### config.mk
export PLATFORM = sky130hd
export DESIGN_NAME = asr_ctrl
export DESIGN_NICKNAME = d
export VERILOG_FILES = /design/src/asr_pkg.sv /design/src/asr_ctrl.sv /design/src/asr_fifo.sv /design/src/asr_spi_slave.sv
export VERILOG_INCLUDE_DIRS = /design/src
export SDC_FILE = /design/constraint.sdc
export NUM_CORES = 2
export LEC_CHECK = 0
export ABC_AREA = 1
export BUFFER_PORTS_ARGS = -buffer_cell sky130_fd_sc_hd__buf_2
export CORE_MARGIN = 8
export CORE_UTILIZATION = 40
export DETAILED_ROUTE_END_ITERATION = 8
export PLACE_DENSITY = 0.57
export SLEW_MARGIN = 10
export SYNTH_ARGS = -nofsm -noshare
export SYNTH_HDL_FRONTEND = slang
export SYNTH_SLANG_ARGS = --single-unit
### constraint.sdc
create_clock -name core_clk -period 10.14 [get_ports core_clk]
set_input_delay 0.507 -clock core_clk [delete_from_list [all_inputs] [get_ports core_clk]]
set_output_delay 0.507 -clock core_clk [all_outputs]
set_load 0.01 [all_outputs]
### src/asr_regs.svh
// register map, field positions, reset values and timings of the readout
`ifndef ASR_REGS_SVH
`define ASR_REGS_SVH
// ----------------------------------------
// register offsets
// ----------------------------------------
`define ASR_A_STATUS 7'h00
`define ASR_A_OUT 7'h04
`define ASR_A_BUF 7'h0A
`define ASR_A_VM 7'h10
`define ASR_A_TEMP 7'h12
`define ASR_A_CTRL1 7'h15
`define ASR_A_ODR 7'h16
`define ASR_A_INT_EN 7'h20
`define ASR_A_PIN_SEL 7'h21
`define ASR_A_MOT_CFG 7'h30
`define ASR_A_SELFCHECK_IDLE_LEN 7'h37
`define ASR_A_SELFCHECK_SAMPLE_COUNT 7'h38
// ----------------------------------------
// fields and values
// ----------------------------------------
`define ASR_CTRL1_RST 7
`define ASR_CTRL1_AXIS 6:5
`define ASR_CTRL1_HIB 4
`define ASR_CTRL1_PWR 1:0
`define ASR_STAT_DRDY 7
`define ASR_STAT_BOOT 0
`define ASR_PIN_BOOT2 0
`define ASR_PIN_OD 1
`define ASR_SELFCHECK_SAMPLE_COUNT_MAX 4'hC
`define ASR_AXIS_OFF 2'h0
`define ASR_LPM 2'h0
`define ASR_MOT_DEFAULT 8'hC0
`define ASR_VM_MAX 12'h7FF
// ----------------------------------------
// timings
// ----------------------------------------
`define ASR_CLK_NS 10.0
`define ASR_ST_BASE_US 312.5
`define ASR_ST_STEP_US 31.25
`define ASR_ODR_BASE_US 312.5
`define ASR_BOOT_US 1000.0
`define ASR_PULSE1_US 10.0
`define ASR_PULSE2_MS 1.0
`endif

### src/asr_pkg.sv
// types shared by the readout control modules
`default_nettype none
package asr_pkg;
  typedef enum logic [1:0] {boot_wait, boot_pulse, boot_run} asr_boot_e;
  typedef enum logic [1:0] {spi_cmd, spi_wr, spi_rd} asr_spi_e;
  typedef struct packed {
    logic [2:0] sclk_sync;
    logic [1:0] cs_sync;
    logic [1:0] mosi_sync;
    asr_spi_e phase;
    logic [2:0] bit_cnt;
    logic [7:0] rx;
    logic [7:0] tx;
    logic [6:0] addr;
    logic wr_stb;
    logic rd_stb;
    logic [7:0] wdata;
  } asr_spi_s;
  typedef struct packed {
    logic [1:0] trig_sync;
    logic trig_prev;
    logic [1:0] strap_sync;
    logic strap;
    logic [1:0] mot_sync;
    logic mot_prev;
    logic busy_prev;
    asr_boot_e boot;
    logic [31:0] boot_cnt;
    logic drdy;
    logic [2:0][11:0] out;
    logic [7:0] temp;
    logic [2:0][11:0] bufd;
    logic [11:0] vm;
    logic [7:0] ctrl1;
    logic [3:0] odr;
    logic boot_pulse_disable;
    logic [1:0] pin_sel;
    logic [7:0] mot_cfg;
    logic [4:0] selfcheck_idle_len;
    logic [3:0] selfcheck_sample_count;
    logic hib;
    logic st_active;
    logic [19:0] unit_cnt;
    logic [12:0] rep_cnt;
    logic [31:0] odr_cnt;
    logic meas_req;
    logic [1:0] pwr;
  } asr_ctrl_s;
endpackage
`default_nettype wire

### src/asr_ctrl.sv
// readout control: self-test timing, locked output registers, boot pins
`timescale 1ns/1ps
`default_nettype none
`include "asr_regs.svh"
module asr_ctrl #(
  parameter int FIFO_DEPTH = 8,
  parameter int ST_BASE_CYC =
    int'($ceil(`ASR_ST_BASE_US * 1000.0 / `ASR_CLK_NS)),
  parameter int ODR_BASE_CYC =
    int'($ceil(`ASR_ODR_BASE_US * 1000.0 / `ASR_CLK_NS)),
  parameter int BOOT_CYC =
    int'($ceil(`ASR_BOOT_US * 1000.0 / `ASR_CLK_NS)),
  parameter int PULSE2_CYC =
    int'($ceil(`ASR_PULSE2_MS * 1.0e6 / `ASR_CLK_NS))
) (
  input wire logic core_clk,
  input wire logic rst_n,
  input wire logic spi_sclk,
  input wire logic spi_cs_n,
  input wire logic spi_mosi,
  output logic spi_miso_o,
  output logic spi_miso_oe,
  input wire logic external_sample_trigger,
  input wire logic boot_config_pin,
  input wire logic motion_detect_pin_i,
  output logic motion_detect_pin_o,
  output logic motion_detect_pin_oe,
  input wire logic motion_event,
  output logic irq_pin_one_o,
  output logic irq_pin_one_oe,
  output logic irq_pin_two_o,
  output logic irq_pin_two_oe,
  input wire logic smp_valid,
  output logic smp_ready,
  input wire logic [43:0] smp_data,
  output logic meas_req,
  output logic selftest_active,
  output logic [1:0] power_mode,
  output logic [3:0] odr_code,
  output logic hibernate
);
  localparam int ST_STEP_CYC =
    int'($ceil(`ASR_ST_STEP_US * 1000.0 / `ASR_CLK_NS));
  localparam int PULSE1_CYC =
    int'($ceil(`ASR_PULSE1_US * 1000.0 / `ASR_CLK_NS));
  asr_pkg::asr_ctrl_s s;
  asr_pkg::asr_ctrl_s next_s;
  logic busy;
  logic wr_stb;
  logic rd_stb;
  logic [6:0] addr;
  logic [7:0] wdata;
  logic [7:0] rdata;
  logic fifo_valid;
  logic [43:0] fifo_data;
  logic pop;
  logic [3:0] eff_dec;
  logic [19:0] unit_len;
  logic [12:0] rep_target;
  logic boot_on;
  logic strap_now;
  logic irq_pin_one_act;
  logic irq_pin_two_act;
  logic od;
  logic soft_rst;

  // ----------------------------------------
  // helpers
  // ----------------------------------------
  // sum of absolute axis values, saturated so it never wraps
  function automatic logic [11:0] vmag(input logic [35:0] v);
    logic [13:0] acc;
    logic [11:0] mag;
    acc = '0;
    mag = '0;
    for (int i = 0; i < 3; i++) begin
      // negate at 12 bits, a wider negation would wrap the magnitude
      mag = v[i*12+11] ? -v[i*12 +: 12] : v[i*12 +: 12];
      acc = acc + 14'(mag);
    end
    return (acc > 14'(`ASR_VM_MAX)) ? `ASR_VM_MAX : acc[11:0];
  endfunction

  // byte view of a 12-bit value, high byte zero-filled
  function automatic logic [7:0] byte_of(input logic [11:0] v,
                                         input logic hi);
    return hi ? {4'h0, v[11:8]} : v[7:0];
  endfunction

  // ----------------------------------------
  // register port and shadow fifo
  // ----------------------------------------
  asr_spi_slave u_spi (
    .core_clk(core_clk),
    .rst_n(rst_n),
    .spi_sclk(spi_sclk),
    .spi_cs_n(spi_cs_n),
    .spi_mosi(spi_mosi),
    .spi_miso_o(spi_miso_o),
    .spi_miso_oe(spi_miso_oe),
    .busy(busy),
    .wr_stb(wr_stb),
    .rd_stb(rd_stb),
    .addr(addr),
    .wdata(wdata),
    .rdata(rdata)
  );

  // the fifo drains only while no transaction holds the outputs
  asr_fifo #(.WIDTH(44), .DEPTH(FIFO_DEPTH)) u_fifo (
    .core_clk(core_clk),
    .rst_n(rst_n),
    .in_valid(smp_valid),
    .in_ready(smp_ready),
    .in_data(smp_data),
    .out_valid(fifo_valid),
    .out_ready(~busy),
    .out_data(fifo_data)
  );
  assign pop = fifo_valid & ~busy;
  assign soft_rst = wr_stb && addr == `ASR_A_CTRL1 &&
                    wdata[`ASR_CTRL1_RST];

  // ----------------------------------------
  // self-test timing terms
  // ----------------------------------------
  assign eff_dec = (s.selfcheck_sample_count > `ASR_SELFCHECK_SAMPLE_COUNT_MAX) ? `ASR_SELFCHECK_SAMPLE_COUNT_MAX
                                                : s.selfcheck_sample_count;
  assign rep_target = 13'h0001 << eff_dec;
  assign unit_len = 20'(ST_BASE_CYC + int'(s.selfcheck_idle_len) * ST_STEP_CYC);

  // ----------------------------------------
  // register read mux
  // ----------------------------------------
  always_comb begin
    logic [6:0] off;
    off = 7'h00;
    rdata = 8'h00;
    if (addr >= `ASR_A_OUT && addr < `ASR_A_OUT + 7'h06) begin
      off = addr - `ASR_A_OUT;
      rdata = byte_of(s.out[2'h2 - off[2:1]], off[0]);
    end else if (addr >= `ASR_A_BUF && addr < `ASR_A_BUF + 7'h06) begin
      off = addr - `ASR_A_BUF;
      rdata = byte_of(s.bufd[2'h2 - off[2:1]], off[0]);
    end else if (addr == `ASR_A_VM || addr == `ASR_A_VM + 7'h01) begin
      rdata = byte_of(s.vm, addr[0]);
    end else begin
      unique case (addr)
        `ASR_A_STATUS: begin
          rdata[`ASR_STAT_DRDY] = s.drdy;
          rdata[`ASR_STAT_BOOT] = (s.boot != asr_pkg::boot_wait);
        end
        `ASR_A_TEMP: rdata = s.temp;
        `ASR_A_CTRL1: rdata = s.ctrl1;
        `ASR_A_ODR: rdata = {4'h0, s.odr};
        `ASR_A_INT_EN: rdata = {7'h00, s.boot_pulse_disable};
        `ASR_A_PIN_SEL: rdata = {6'h00, s.pin_sel};
        `ASR_A_MOT_CFG: rdata = s.mot_cfg;
        `ASR_A_SELFCHECK_IDLE_LEN: rdata = {3'h0, s.selfcheck_idle_len};
        `ASR_A_SELFCHECK_SAMPLE_COUNT: rdata = {4'h0, s.selfcheck_sample_count};
        default: rdata = 8'h00;
      endcase
    end
  end

  // ----------------------------------------
  // next state
  // ----------------------------------------
  always_comb begin
    next_s = s;
    next_s.meas_req = 1'b0;
    next_s.trig_sync = {s.trig_sync[0], external_sample_trigger};
    next_s.trig_prev = s.trig_sync[1];
    next_s.strap_sync = {s.strap_sync[0], boot_config_pin};
    next_s.mot_sync = {s.mot_sync[0], motion_detect_pin_i};
    next_s.mot_prev = s.mot_sync[1];
    next_s.busy_prev = busy;
    // boot sequence; the strap is caught as boot ends
    unique case (s.boot)
      asr_pkg::boot_wait: begin
        next_s.boot_cnt = s.boot_cnt + 32'h0000_0001;
        if (s.boot_cnt == 32'(BOOT_CYC - 1)) begin
          next_s.boot = asr_pkg::boot_pulse;
          next_s.boot_cnt = '0;
          next_s.strap = s.strap_sync[1];
          if (s.strap_sync[1]) begin
            next_s.mot_cfg = `ASR_MOT_DEFAULT;
          end
        end
      end
      asr_pkg::boot_pulse: begin
        next_s.boot_cnt = s.boot_cnt + 32'h0000_0001;
        if (s.boot_cnt == (s.strap ? 32'(PULSE2_CYC - 1)
                                   : 32'(PULSE1_CYC - 1))) begin
          next_s.boot = asr_pkg::boot_run;
        end
      end
      asr_pkg::boot_run: begin
      end
    endcase
    // register writes
    if (wr_stb) begin
      unique case (addr)
        `ASR_A_CTRL1: begin
          next_s.ctrl1 = wdata;
          next_s.ctrl1[`ASR_CTRL1_RST] = 1'b0;
          if (wdata[`ASR_CTRL1_HIB]) begin
            next_s.hib = 1'b1;
          end
        end
        `ASR_A_ODR: next_s.odr = wdata[3:0];
        `ASR_A_INT_EN: next_s.boot_pulse_disable = wdata[0];
        `ASR_A_PIN_SEL: next_s.pin_sel = wdata[1:0];
        `ASR_A_MOT_CFG: next_s.mot_cfg = wdata;
        `ASR_A_SELFCHECK_IDLE_LEN: next_s.selfcheck_idle_len = wdata[4:0];
        `ASR_A_SELFCHECK_SAMPLE_COUNT: next_s.selfcheck_sample_count = wdata[3:0];
        default: begin
        end
      endcase
    end
    // hibernate: the motion pin steers it in strap-high mode
    if (s.strap && !s.mot_sync[1] && s.mot_prev) begin
      next_s.hib = 1'b1;
    end
    if ((busy && !s.busy_prev) ||
        (s.strap && s.mot_sync[1] && !s.mot_prev)) begin
      next_s.hib = 1'b0;
    end
    // reading status clears data-ready; a new sample wins the tie
    if (rd_stb && addr == `ASR_A_STATUS) begin
      next_s.drdy = 1'b0;
    end
    if (pop) begin
      next_s.bufd = s.out;
      next_s.out = fifo_data[43:8];
      next_s.temp = fifo_data[7:0];
      next_s.vm = vmag(fifo_data[43:8]);
      next_s.drdy = 1'b1;
    end
    // self-test measurement timer overrides the user rate
    if (s.ctrl1[`ASR_CTRL1_AXIS] == `ASR_AXIS_OFF || s.hib) begin
      next_s.st_active = 1'b0;
      next_s.unit_cnt = '0;
      next_s.rep_cnt = '0;
    end else if (!s.st_active) begin
      next_s.st_active = 1'b1;
      next_s.unit_cnt = unit_len - 20'h0_0001;
      next_s.rep_cnt = '0;
    end else if (s.unit_cnt != '0) begin
      next_s.unit_cnt = s.unit_cnt - 20'h0_0001;
    end else begin
      next_s.unit_cnt = unit_len - 20'h0_0001;
      next_s.rep_cnt = s.rep_cnt + 13'h0001;
      if (s.rep_cnt >= rep_target - 13'h0001) begin // no wrap on code drop
        next_s.rep_cnt = '0;
        next_s.meas_req = 1'b1;
      end
    end
    // user rate timer; held while self-test or hibernate runs
    if (s.st_active || s.hib || s.boot == asr_pkg::boot_wait) begin
      next_s.odr_cnt = '0;
    end else if (s.odr_cnt != '0) begin
      next_s.odr_cnt = s.odr_cnt - 32'h0000_0001;
    end else begin
      next_s.odr_cnt = (32'(ODR_BASE_CYC) << s.odr) - 32'h0000_0001;
      next_s.meas_req = 1'b1;
    end
    if (s.trig_sync[1] && !s.trig_prev && !s.hib) begin
      next_s.meas_req = 1'b1;
    end
    next_s.pwr = s.st_active ? `ASR_LPM : s.ctrl1[`ASR_CTRL1_PWR];
    // soft reset restores every default and reboots
    if (soft_rst) begin
      next_s = '0;
    end
  end

  // synchronous reset to all-zero defaults
  always_ff @(posedge core_clk) begin
    if (!rst_n) begin
      s <= '0;
    end else begin
      s <= next_s;
    end
  end

  // ----------------------------------------
  // pins and status outputs
  // ----------------------------------------
  // before the strap is caught, its synced level picks the drivers
  assign strap_now = (s.boot == asr_pkg::boot_wait) ? s.strap_sync[1]
                                                     : s.strap;
  assign boot_on = (s.boot == asr_pkg::boot_pulse);
  assign od = s.pin_sel[`ASR_PIN_OD];
  assign irq_pin_one_act = s.drdy | (boot_on & ~s.strap & ~s.boot_pulse_disable &
                    ~s.pin_sel[`ASR_PIN_BOOT2]);
  assign irq_pin_two_act = boot_on & ~s.strap & ~s.boot_pulse_disable &
                    s.pin_sel[`ASR_PIN_BOOT2];
  assign irq_pin_one_o = ~od & irq_pin_one_act;
  assign irq_pin_one_oe = ~od | irq_pin_one_act;
  assign irq_pin_two_o = ~strap_now & ~od & irq_pin_two_act;
  assign irq_pin_two_oe = strap_now ? boot_on
                                    : (~od | irq_pin_two_act);
  assign motion_detect_pin_o = 1'b0;
  assign motion_detect_pin_oe = strap_now & motion_event;
  assign meas_req = s.meas_req;
  assign selftest_active = s.st_active;
  assign power_mode = s.pwr;
  assign odr_code = s.odr;
  assign hibernate = s.hib;
endmodule // asr_ctrl
`default_nettype wire

### src/asr_fifo.sv
// sample fifo between the sensing path and the output registers
`timescale 1ns/1ps
`default_nettype none
module asr_fifo #(
  parameter int WIDTH = 44,
  parameter int DEPTH = 8
) (
  input wire logic core_clk,
  input wire logic rst_n,
  input wire logic in_valid,
  output logic in_ready,
  input wire logic [WIDTH-1:0] in_data,
  output logic out_valid,
  input wire logic out_ready,
  output logic [WIDTH-1:0] out_data
);
  localparam int AW = $clog2(DEPTH);
  typedef struct packed {
    logic [DEPTH-1:0][WIDTH-1:0] mem;
    logic [AW-1:0] wr;
    logic [AW-1:0] rd;
    logic [AW:0] cnt;
  } asr_fifo_s;
  asr_fifo_s s;
  asr_fifo_s next_s;
  logic push;
  logic pop;
  // honest flags straight from the occupancy count
  assign in_ready = (s.cnt != (AW+1)'(DEPTH));
  assign out_valid = (s.cnt != '0);
  assign out_data = s.mem[s.rd];
  assign push = in_valid & in_ready;
  assign pop = out_valid & out_ready;
  // pointers wrap at depth, so depth need not be a power of two
  always_comb begin
    next_s = s;
    if (push) begin
      next_s.mem[s.wr] = in_data;
      next_s.wr = (s.wr == AW'(DEPTH-1)) ? '0 : s.wr + AW'(1);
    end
    if (pop) begin
      next_s.rd = (s.rd == AW'(DEPTH-1)) ? '0 : s.rd + AW'(1);
    end
    next_s.cnt = s.cnt + (AW+1)'(push) - (AW+1)'(pop);
  end
  always_ff @(posedge core_clk) begin
    if (!rst_n) begin
      s <= '0;
    end else begin
      s <= next_s;
    end
  end
endmodule // asr_fifo
`default_nettype wire

### src/asr_spi_slave.sv
// spi register port: mode 0, command byte then auto-increment data bytes
`timescale 1ns/1ps
`default_nettype none
module asr_spi_slave (
  input wire logic core_clk,
  input wire logic rst_n,
  input wire logic spi_sclk,
  input wire logic spi_cs_n,
  input wire logic spi_mosi,
  output logic spi_miso_o,
  output logic spi_miso_oe,
  output logic busy,
  output logic wr_stb,
  output logic rd_stb,
  output logic [6:0] addr,
  output logic [7:0] wdata,
  input wire logic [7:0] rdata
);
  asr_pkg::asr_spi_s s;
  asr_pkg::asr_spi_s next_s;
  logic rise;
  logic fall;
  // edges seen only after the two-stage synchronisers
  assign rise = s.sclk_sync[1] & ~s.sclk_sync[2];
  assign fall = ~s.sclk_sync[1] & s.sclk_sync[2];
  assign busy = ~s.cs_sync[1];
  assign spi_miso_oe = ~s.cs_sync[1];
  assign spi_miso_o = s.tx[7];
  assign wr_stb = s.wr_stb;
  assign rd_stb = s.rd_stb;
  assign addr = s.addr;
  assign wdata = s.wdata;
  // byte engine: sample on rising sclk, shift out on falling sclk
  always_comb begin
    next_s = s;
    next_s.sclk_sync = {s.sclk_sync[1:0], spi_sclk};
    next_s.cs_sync = {s.cs_sync[0], spi_cs_n};
    next_s.mosi_sync = {s.mosi_sync[0], spi_mosi};
    next_s.wr_stb = 1'b0;
    next_s.rd_stb = 1'b0;
    if (s.wr_stb | s.rd_stb) begin
      next_s.addr = s.addr + 7'h01;
    end
    if (s.cs_sync[1]) begin
      next_s.phase = asr_pkg::spi_cmd;
      next_s.bit_cnt = '0;
    end else if (rise) begin
      next_s.rx = {s.rx[6:0], s.mosi_sync[1]};
      next_s.bit_cnt = s.bit_cnt + 3'h1;
      if (s.bit_cnt == 3'h7) begin
        unique case (s.phase)
          asr_pkg::spi_cmd: begin
            next_s.addr = {s.rx[5:0], s.mosi_sync[1]};
            next_s.phase = s.rx[6] ? asr_pkg::spi_rd : asr_pkg::spi_wr;
          end
          asr_pkg::spi_wr: begin
            next_s.wdata = {s.rx[6:0], s.mosi_sync[1]};
            next_s.wr_stb = 1'b1;
          end
          asr_pkg::spi_rd: begin
          end
        endcase
      end
    end else if (fall) begin
      // a read byte is fetched only when it is about to be shifted out
      if (s.bit_cnt == 3'h0 && s.phase == asr_pkg::spi_rd) begin
        next_s.tx = rdata;
        next_s.rd_stb = 1'b1;
      end else begin
        next_s.tx = {s.tx[6:0], 1'b0};
      end
    end
  end
  always_ff @(posedge core_clk) begin
    if (!rst_n) begin
      s <= '{cs_sync: 2'h3, phase: asr_pkg::spi_cmd, default: '0};
    end else begin
      s <= next_s;
    end
  end
endmodule // asr_spi_slave
`default_nettype wire

==> impl_metrics.env <==
export IMPL_pre_cts_slack_ps=4290
export IMPL_skew_ps=30.5
export IMPL_grt_busiest_layer="met2"
export IMPL_async_flop_share=0
export IMPL_drtIter0Drc=2355
export IMPL_use_met1=0.288
export IMPL_status="completed"
export IMPL_antenna_left=0
export IMPL_synth_edf_count=0
export IMPL_io_buffer_count=70
export IMPL_cts_clk_slew_worst_paths_ps=60
export IMPL_synthesis_instances=4766
export IMPL_rsz0062_at_grt="false"
export IMPL_dp_hpwl_um=62900
export IMPL_syn_nets=4936
export IMPL_finalSetupViolations=0
export IMPL_drv_cap=0
export IMPL_min_period_over_period=0.580
export IMPL_post_dp_cell_area_um2=33400
export IMPL_antenna_found_initial=6
export IMPL_yosys_area_share_simple=0.231
export IMPL_worstPathRequired_ps=10670
export IMPL_ir_drop_uv=447
export IMPL_viasPerCell=5.17
export IMPL_crit_path_start_kind="flop"
export IMPL_num_vias=29800
export IMPL_first_global_vias=28400
export IMPL_endpoint="s[107]"
export IMPL_ys_seq_area_frac=0.393
export IMPL_crit_fanout=103
export IMPL_r2r_end="s[107]"
export IMPL_cts_tree="yes"
export IMPL_track_usage=0.215
export IMPL_crit_type="flop to flop"
export IMPL_wl_um=100000
export IMPL_start_util=0.402
export IMPL_cts_buffer_depth=3
export IMPL_rrSetupSlack_ps=4260
export IMPL_fin_util=0.441
export IMPL_crit_reg2reg_launch="u_fifo.s[4]"
export IMPL_grt_ovfl_total=0
export IMPL_hold_violations=0
export IMPL_num_nets_final=4812
export IMPL_grt_pass1_wl_um=159000
export IMPL_htreeDepth=3
export IMPL_ios=72
export IMPL_tightest_slew_ps=1080
export IMPL_die_w_um=302
export IMPL_synth_compound_area_frac=0.207
export IMPL_setup_ws_ps=4260
export IMPL_r2r_cells=26
export IMPL_netlist_area_um2=32800
export IMPL_finalPower_uw=10800
export IMPL_hold_buffers=0
export IMPL_synth_top_flop_cell="dfxtp_1"
export IMPL_synth_top_family_by_area="simple AND/OR/NAND/NOR gates"
export IMPL_cts_sinks=644
export IMPL_gp_congestion=0.895
export IMPL_core_area_um2=81600
export IMPL_worst_endpoint_arrival_ps=6410
export IMPL_slew_violations=0
export IMPL_power_density_nw_per_um2=301
export IMPL_die_y_um=302
export IMPL_timing_final_crit_period_ps=5880
export IMPL_die_area_um2=91300
export IMPL_synth_xor_area_share=0.0241
export IMPL_fp_row_count=105
export IMPL_cts_setup_buffers=0
export IMPL_post_route_drc_count=0
export IMPL_cts_resized=0
export IMPL_layout_commonest_cell="nor2_1"
export IMPL_grt_max_degree=110
export IMPL_power_leakage_uw=0.0151
export IMPL_syn_avg_cell_area_um2=6.87
export IMPL_root_buffer="clkbuf_16"
export IMPL_met2_usage=0.357
export IMPL_hold_class="input port to flop"
export IMPL_numCtsBuffers=76
export IMPL_cp_end_kind="flop"
export IMPL_insertion_delay_ps=630
export IMPL_ys_warn_count=0
export IMPL_fmax_ghz=0.170
export IMPL_synth_fa_ha_area_frac=0.0484
export IMPL_maxSlewHeadroom=0.282
export IMPL_layout_drive_gt1_share=0.0615
export IMPL_area_delta_synth_final_pct=9.69
export IMPL_grt_util_met3=0.0275
export IMPL_first_pass_iters=7
export IMPL_synthMuxAreaShare=0.00137
export IMPL_crit_start="u_fifo.s[4]"
export IMPL_wl_per_cell_um=17.3
export IMPL_final_area_um2=35900
export IMPL_tns_ps=0
export IMPL_synth_cell_types=61
export IMPL_synth_seq_cells=644
export IMPL_layout_common_cells="922 x nor2_1, 701 x o21ai_0, 660 x nand2_1, 641 x dfxtp_1, 434 x inv_1"
## per-layer routing
metal  part of all wire  vias up
li1                   -    15300
met1               0.47    13700
met2               0.46      671
met4              0.031        0
met3              0.044      180
met5                  0        -
## worst min-delay path by stage
stage	from	endpoint	slack, ps	depth (start not counted)
after floorplan	u_spi.next_s[43]	u_spi.next_s[44]	390	2
after global placement	s[237]	s[238]	400	2
after detailed placement	u_spi.next_s[39]	u_spi.s[39]	400	2
after CTS	spi_sclk	u_spi.next_s[43]	50	3
after global routing	motion_detect_pin_i	s[231]	90	3
final	spi_sclk	u_spi.next_s[43]	90	3
## kinds of logic (layout without fill, tap and decap cells)
| logic type | count (synthesis) | count (layout) |
|---|---|---|
| simple gates | 1864 | 1864 |
| compound gates | 1287 | 1287 |
| buf+inv | 762 | 695 |
| flops | 644 | 644 |
| fa+ha+maj | 116 | 116 |
| xor+xnor | 90 | 90 |
| mux | 2 | 2 |
| other cells | 1 | 5 |
## critical path, cell delays in order (launching register included)
cell      delay (ps)
dfxtp_4          520
inv_6            560
buf_4            590
o21ai_0          130
o21ai_0          180
nand2_1           70
nand2_1          230
inv_1            100
ha_1             280
o21ai_0          120
fa_1             520
inv_1             40
ha_1             210
fa_1             420
nand3_1          100
nand2_1           80
nand2_1           70
nor2_1            50
nand2_1           50
nand2_1           70
a21boi_0         210
or2_2            150
nand3_1           50
nor2_1           520
nand3_1          180
nand2_1          100
inv_1             40
## report_power, final
part / switching [uW] / internal [uW] / leakage [uW]
Combinational: 3320 / 1740 / 0.00861
Sequential: 204 / 2810 / 0.00523
Clock: 1130 / 1620 / 0.00123
Total: 4650 / 6170 / 0.0151
## state kept, by name, indices dropped and copies added (netlist names), 2 cells and up
signal,cells
odr_code,4
u_spi.wdata,8
u_fifo.s,362
u_spi.next_s,4
s,228
u_spi.addr,7
u_spi.s,22
power_mode,2
## layout make-up
class / instances / area, um2
fill: 8478 / 45600
multi-input combinational: 3360 / 16900
sequential: 644 / 12900
clock buffer: 114 / 2200
inverter: 458 / 1730
tap: 1070 / 1340
timing repair buffer: 102 / 601
clock inverter: 21 / 289
antenna: 4 / 10.0
## cell usage after synthesis (7+ instances only)
master / instances / area share
a211oi_1: 15 / 0.0034
a21oi_1: 404 / 0.062
a22oi_1: 8 / 0.0018
a31oi_1: 17 / 0.0032
buf_1: 36 / 0.0041
buf_2: 54 / 0.0082
buf_4: 16 / 0.0037
buf_6: 10 / 0.0034
clkbuf_1: 187 / 0.021
clkinv_1: 12 / 0.0014
dfxtp_1: 644 / 0.39
fa_1: 18 / 0.011
ha_1: 98 / 0.037
inv_1: 435 / 0.050
inv_2: 11 / 0.0013
nand2_1: 661 / 0.076
nand2_2: 9 / 0.0017
nand3_1: 125 / 0.019
nand4_1: 39 / 0.0074
nor2_1: 926 / 0.11
nor2_2: 7 / 0.0013
nor3_1: 41 / 0.0063
nor4_1: 13 / 0.0025
o211ai_1: 26 / 0.0060
o21a_1: 11 / 0.0025
o21ai_0: 701 / 0.11
o21ai_1: 29 / 0.0044
o21bai_1: 8 / 0.0018
o22ai_1: 36 / 0.0069
or2_2: 9 / 0.0017
xnor2_1: 27 / 0.0072
xor2_1: 63 / 0.017
## per-stage QoR
stage	hold slack, ps	instances
floorplan	390	4766
global placement	404	5634
detailed placement	398	5634
CTS	52.4	5769
global route	90.4	5772
finish	86.1	5773
No activity file was read; power rests on OpenSTA's default activity.
